==> config.mk <==
export PLATFORM = sky130hd
export DESIGN_NAME = cmap_core
export DESIGN_NICKNAME = d
export VERILOG_FILES = /design/src/verilog/cmap_pkg.sv /design/src/verilog/cmap_core.sv
export SDC_FILE = /design/constraint.sdc
export NUM_CORES = 2
export LEC_CHECK = 0
export BUFFER_PORTS_ARGS = -buffer_cell sky130_fd_sc_hd__buf_2
export CAP_MARGIN = 20
export CELL_PAD_IN_SITES_DETAIL_PLACEMENT = 1
export CELL_PAD_IN_SITES_GLOBAL_PLACEMENT = 2
export CORE_MARGIN = 1
export CORE_UTILIZATION = 30
export CTS_CLUSTER_DIAMETER = 150
export DETAILED_ROUTE_END_ITERATION = 10
export MAX_ROUTING_LAYER = met4
export PLACE_DENSITY_LB_ADDON = 0.1
export SYNTH_ARGS = -nofsm -noshare
export SYNTH_HDL_FRONTEND = slang
export SYNTH_SLANG_ARGS = --single-unit
==> constraint.sdc <==
create_clock -name clk -period 4.9 [get_ports clk]
set_clock_uncertainty 0.2 [all_clocks]
set_input_delay 0 -clock clk [delete_from_list [all_inputs] [get_ports clk]]
set_output_delay 0 -clock clk [all_outputs]
set_load 0.01 [all_outputs]
==> src/verilog/cmap_pkg.sv <==
// Constants for the configuration memory access policy block
package cmap_pkg;
  localparam int unsigned PAGE_COUNT = 64;
  localparam int unsigned PAGE_BYTES = 4;
  localparam int unsigned REGION_BYTES = 256;
  localparam int unsigned PAGE_AW = 6;
  localparam int unsigned ADDR_W = 8;
  localparam int unsigned KEY_W = 128;
  localparam int unsigned SRC_W = 48;
  localparam int unsigned MFR_W = 16;
  localparam int unsigned PIN_W = 32;
  localparam logic [ADDR_W-1:0] LAST_PAGE = 8'h3f;
  // Arbitrary neutral factory values
  localparam logic [SRC_W-1:0] DEF_SRC = 48'h000000000001;
  localparam logic [KEY_W-1:0] DEF_KEY = 128'h00112233445566778899aabbccddeeff;
  localparam logic [MFR_W-1:0] DEF_MFR = 16'h0001;
  localparam logic [PIN_W-1:0] DEF_PIN = 32'h00001234;
  typedef enum logic [1:0] {
    CMAP_IDLE = 2'b00,
    CMAP_RESTORE = 2'b01
  } cmap_state_t;
endpackage

==> src/verilog/cmap_core.sv <==
// Customer data region, private key and factory default store
`timescale 1ns/1ps
module cmap_core
(
  input wire logic clk,
  input wire logic rst,
  input wire logic ce,
  input wire logic pin_try,
  input wire logic [cmap_pkg::PIN_W-1:0] pin_val,
  input wire logic lock_req,
  input wire logic page_rd,
  input wire logic page_wr,
  input wire logic [cmap_pkg::ADDR_W-1:0] page_idx,
  input wire logic [31:0] page_wdata,
  input wire logic key_wr,
  input wire logic [cmap_pkg::KEY_W-1:0] key_wdata,
  input wire logic pin_wr,
  input wire logic [cmap_pkg::PIN_W-1:0] pin_wdata,
  input wire logic factory_reset,
  output logic protected_mode,
  output logic page_ack,
  output logic page_err,
  output logic [31:0] page_rdata,
  output logic [cmap_pkg::KEY_W-1:0] sec_key,
  output logic [cmap_pkg::SRC_W-1:0] src_addr,
  output logic [cmap_pkg::MFR_W-1:0] mfr_id,
  output logic restore_busy
);
  // ------------------------------------------------------------
  // State
  // ------------------------------------------------------------
  typedef struct packed {
    cmap_pkg::cmap_state_t st;
    logic prot;
    logic ack;
    logic err;
    logic [31:0] rdata;
    logic [cmap_pkg::KEY_W-1:0] key;
    logic [cmap_pkg::SRC_W-1:0] src;
    logic [cmap_pkg::MFR_W-1:0] mfr;
    logic [cmap_pkg::PIN_W-1:0] pin;
  } cmap_regs_t;

  cmap_regs_t s_r;
  cmap_regs_t s_nxt;
  logic [31:0] mem [0:cmap_pkg::PAGE_COUNT-1];
  logic in_range;
  logic wr_ok;

  function automatic logic cmap_in_region(input logic [cmap_pkg::ADDR_W-1:0] idx);
    cmap_in_region = (idx <= cmap_pkg::LAST_PAGE);
  endfunction

  assign in_range = cmap_in_region(page_idx);
  assign wr_ok = ce && page_wr && s_r.prot && in_range && !factory_reset
    && (s_r.st == cmap_pkg::CMAP_IDLE);

  // ------------------------------------------------------------
  // Next state
  // ------------------------------------------------------------
  always_comb
  begin
    s_nxt = s_r;
    s_nxt.ack = 1'b0;
    s_nxt.err = 1'b0;
    case (s_r.st)
      cmap_pkg::CMAP_IDLE:
      begin
        if (factory_reset)
        begin
          s_nxt.st = cmap_pkg::CMAP_RESTORE;
          s_nxt.prot = 1'b0;
        end
        else
        begin
          if (lock_req)
            s_nxt.prot = 1'b0;
          else if (pin_try)
            s_nxt.prot = (pin_val == s_r.pin);
          if (page_rd || page_wr)
          begin
            s_nxt.ack = 1'b1;
            s_nxt.err = !(s_r.prot && in_range);
            if (page_rd && s_r.prot && in_range)
              s_nxt.rdata = mem[page_idx[cmap_pkg::PAGE_AW-1:0]];
          end
          if (key_wr)
            s_nxt.key = key_wdata;
          if (pin_wr && s_r.prot)
            s_nxt.pin = pin_wdata;
        end
      end
      cmap_pkg::CMAP_RESTORE:
      begin
        // Backup copied into active settings; customer pages untouched
        s_nxt.key = cmap_pkg::DEF_KEY;
        s_nxt.src = cmap_pkg::DEF_SRC;
        s_nxt.mfr = cmap_pkg::DEF_MFR;
        s_nxt.pin = cmap_pkg::DEF_PIN;
        s_nxt.st = cmap_pkg::CMAP_IDLE;
      end
      default:
        s_nxt.st = cmap_pkg::CMAP_IDLE;
    endcase
  end

  always_ff @(posedge clk)
  begin
    if (rst)
    begin
      s_r.st <= cmap_pkg::CMAP_IDLE;
      s_r.prot <= 1'b0;
      s_r.ack <= 1'b0;
      s_r.err <= 1'b0;
      s_r.rdata <= 32'h00000000;
      s_r.key <= cmap_pkg::DEF_KEY;
      s_r.src <= cmap_pkg::DEF_SRC;
      s_r.mfr <= cmap_pkg::DEF_MFR;
      s_r.pin <= cmap_pkg::DEF_PIN;
    end
    else if (ce)
      s_r <= s_nxt;
  end

  // ------------------------------------------------------------
  // Customer page store, written only by the reader
  // ------------------------------------------------------------
  always_ff @(posedge clk)
  begin
    if (wr_ok)
      mem[page_idx[cmap_pkg::PAGE_AW-1:0]] <= page_wdata;
  end

  // ------------------------------------------------------------
  // Outputs; backup and PIN have no read path
  // ------------------------------------------------------------
  assign protected_mode = s_r.prot;
  assign page_ack = s_r.ack;
  assign page_err = s_r.err;
  assign page_rdata = s_r.rdata;
  assign sec_key = s_r.key;
  assign src_addr = s_r.src;
  assign mfr_id = s_r.mfr;
  assign restore_busy = (s_r.st == cmap_pkg::CMAP_RESTORE);
endmodule // cmap_core

==> impl_results.md <==
* Outcome: finished, final reports clean
* Drt wl/cell at between 30 and 40 um
* CTS max path bufs at 4
* Input/output buffers at 405
* Final HPWL DP at 205000 um
* Static Leak at 37.0 nW
* Worst Setup End Kind: flop
* Total I/O pin count at 470
* Via density per instance at 5.21
* Worst Tran Pin Value at 1150 ps
* WL final at around 350000 um
* Layout cell share with drive strength beyond 1 at roughly a fifth
* PwrDens at 398 mW/mm^2
* Setup violators final at 0
* Crit path kind: reg2reg
* Global route overflow at 0
* Final hold viol count at 0
* H-tree depth at 5
* Main area contributors after synthesis: edfxtp_1, mux4_2, dfxtp_1
* Final total power at 44.0 mW
* Drt first pass iters at 5
* Critical path peak fanout at 66
* Final nets at approximately 6600
* First-pass GRT wire length at ~470000 um
* Vias at 54362
* Vias in the first global route at 56454
* CTS tree: built
* Reg clk slew, reported paths at 60 ps
* Final Wtd Congestion at 0.803
* Clk root buf: clkbuf_16
* Reg-to-Reg Start: s_r[259]
* Slew HR at 23.3%
* VDD IR max at ~220 uV
* Critical Path RT at 5490 ps
* Area of the multi-input gates at 0.0195 mm^2
* Final slew viol count at 0
* Fill count at 28869
* Fin crit share at a little over nine tenths
* Ys async rst share at 0%
* Seq/Total Area, Yosys at 74.8%
* Drt drc at 0
* Yosys top cell by area: edfxtp_1
* Cell count after placement at slightly above 9000
* Starting Density at 30.3%
* Largest net degree at the start of global routing at 104
* Max Cap Violations at 0
* Crit path DAT at between 5000 and 6000 ps
* CP startpoint: s_r[259]
* Yosys warns at 0
* Cells after Synth at 5165
* Final ANT Viol Nets at 0
* Post-CTS Setup Repair Bufs at 0
* Post-synth top area share at 70.3%
* Setup Total Neg Slack at 0 ps
* Skew-Pair Late Insertion Delay at between 900 and 1000 ps
* Initial DRC count at approximately 5100
* Core area at 0.289 mm^2
* Fmax at around 210 MHz
* Finished Cell Area at 0.111 mm^2
* EDFF count, synth at between 2000 and 2500
* Register area at 0.0654 mm^2
* Final Non-Filler Cells at ~10000
* Main synth FF type: edfxtp_1
* Average size of a mapped cell at 16.9 um^2
* Post-layout util at a little under two fifths
* Distinct cell type count of the synthesized netlist at 62
* Post-Syn Area at ~0.087 mm^2
* CTS buffer count at 272
* Area grow syn2layout at 26.5%
* Cell Area, Placed at 0.0946 mm^2
* Number of synthesized register bits at roughly 2200
* Die height at 542 um
* # rows at 197
* Tmin final at 4730 ps
* Hold Crit Class: in2reg
* Clock Sinks at 2244
* Die area at 0.294 mm^2
* Startpoint Class: flop
* Hold path startpoint: page_wdata[30]
* Die width at 542 um
* GRT Overall Usage at 23.8%
* Initial antenna violation count at 33
* RSZ-0062 raised after global routing: false
where the power goes:
group / switching, mW / total [mW] / leakage (nW) / internal [mW]
Clock: 8.47 / 20.3 / 4.29 / 11.8
Combinational: 1.81 / 2.81 / 12.8 / 1.01
Sequential: 0.0313 / 21.0 / 20.0 / 20.9
Total: 10.3 / 44.0 / 37.0 / 33.7
placed cells by master (no fill, tap or decap), types with 28 or more instances in the layout:
master | netlist | layout
clkinv_1 | 0 | 41
nor2_1 | 319 | 249
nand3_1 | 92 | 91
a22oi_1 | 119 | 119
mux2_2 | 56 | 56
nor3b_1 | 33 | 30
mux2i_1 | 322 | 322
buf_4 | 249 | 231
mux4_2 | 178 | 178
buf_2 | 139 | 398
o21bai_1 | 61 | 61
a221oi_1 | 258 | 258
a31oi_1 | 41 | 41
clkbuf_1 | 155 | 73
xnor2_1 | 28 | 28
nor2_4 | 0 | 69
dlygate4sd3_1 | 0 | 713
nand2_1 | 159 | 157
conb_1 | 2 | 64
edfxtp_1 | 2048 | 2048
dfxtp_1 | 196 | 195
clkinv_2 | 0 | 32
buf_12 | 0 | 49
o21ai_0 | 89 | 89
o22ai_1 | 100 | 100
clkbuf_16 | 0 | 275
a21oi_1 | 170 | 170
nor3_1 | 70 | 69
cells in the mapped netlist, types with 8 or more instances:
| master | number |
|---|---|
| edfxtp_1 | 2048 |
| mux2i_1 | 322 |
| nor2_1 | 319 |
| a221oi_1 | 258 |
| buf_4 | 249 |
| dfxtp_1 | 196 |
| mux4_2 | 178 |
| a21oi_1 | 170 |
| nand2_1 | 159 |
| clkbuf_1 | 155 |
| buf_2 | 139 |
| a22oi_1 | 119 |
| o22ai_1 | 100 |
| nand3_1 | 92 |
| o21ai_0 | 89 |
| nor3_1 | 70 |
| o21bai_1 | 61 |
| mux2_2 | 56 |
| a31oi_1 | 41 |
| nor3b_1 | 33 |
| buf_1 | 31 |
| xnor2_1 | 28 |
| a22o_1 | 22 |
| a311oi_1 | 20 |
| nand4_1 | 19 |
| a221o_1 | 16 |
| a211o_1 | 15 |
| and3_1 | 13 |
| nor2b_1 | 13 |
| o22a_1 | 11 |
| a211oi_1 | 8 |
| o31a_1 | 8 |
kinds of logic (layout without fill, tap and decap cells):
logic type / Yosys count / count (layout) / share of synthesized area [%]
compound gates: 990 / 990 / 8.16
xor+xnor: 32 / 32 / 0.320
buf+inv: 588 / 1892 / 3.85
flops: 2244 / 2244 / 74.8
mux: 556 / 556 / 8.99
other cells: 2 / 78 / 0.00859
simple gates: 753 / 753 / 3.86
critical path: stages (launching register included):
cell and delay, ps:
dfxtp_4 480, nor2_4 160, buf_4 590, and4_4 580, dlygate4sd3_1 1350, buf_4 330
o21ai_0 140, a31oi_1 330, nand4_1 140, o31a_1 250
per-stage QoR:
step                hold slack (ps)  setup WS (ps)
CTS                            10.6            124
global placement               45.9            675
floorplan                      -101           1540
detailed placement             52.0            926
global route                   60.4           88.5
finish                         56.5            169
sequential cells by signal (all words and copies together) (netlist names):
register,count
page_ack,1
mem,2048
page_err,1
s_r,33
page_rdata,32
protected_mode,1
sec_key,128
worst paths after layout:
check,to,slack [ps],cells past startpoint
setup / recovery,page_rdata[3],170,9
hold / removal,mem[6][30],60,2
setup reg to reg,page_rdata[3],170,9
hold reg to reg,page_rdata[29],360,2
repair_timing:
item                      4_1_cts  5_1_grt
gates resized for setup         0        0
hold buffers                  713        0
hold endpoints to repair     2208        0
layer usage:
layer  vias to the layer above  track usage [%]  part of all wire [%]
met4                         0             5.10                   2.0
met5                         -                -                     0
met1                     29508             32.1                    45
li1                      22801                -                     -
met2                      1657             38.4                    48
met3                       396             2.97                   5.3
final cells by class:
type                    count  share of cell area (%)
well taps                3880                    4.39
multi-input cells        2395                    17.6
diodes                     14                  0.0317
clock buffers             358                    6.59
inverters                   7                  0.0351
clock inverters           131                    1.41
flip-flops and latches   2244                    59.1
repair buffers           1396                    10.8
(Power assumes the default switching activity.)
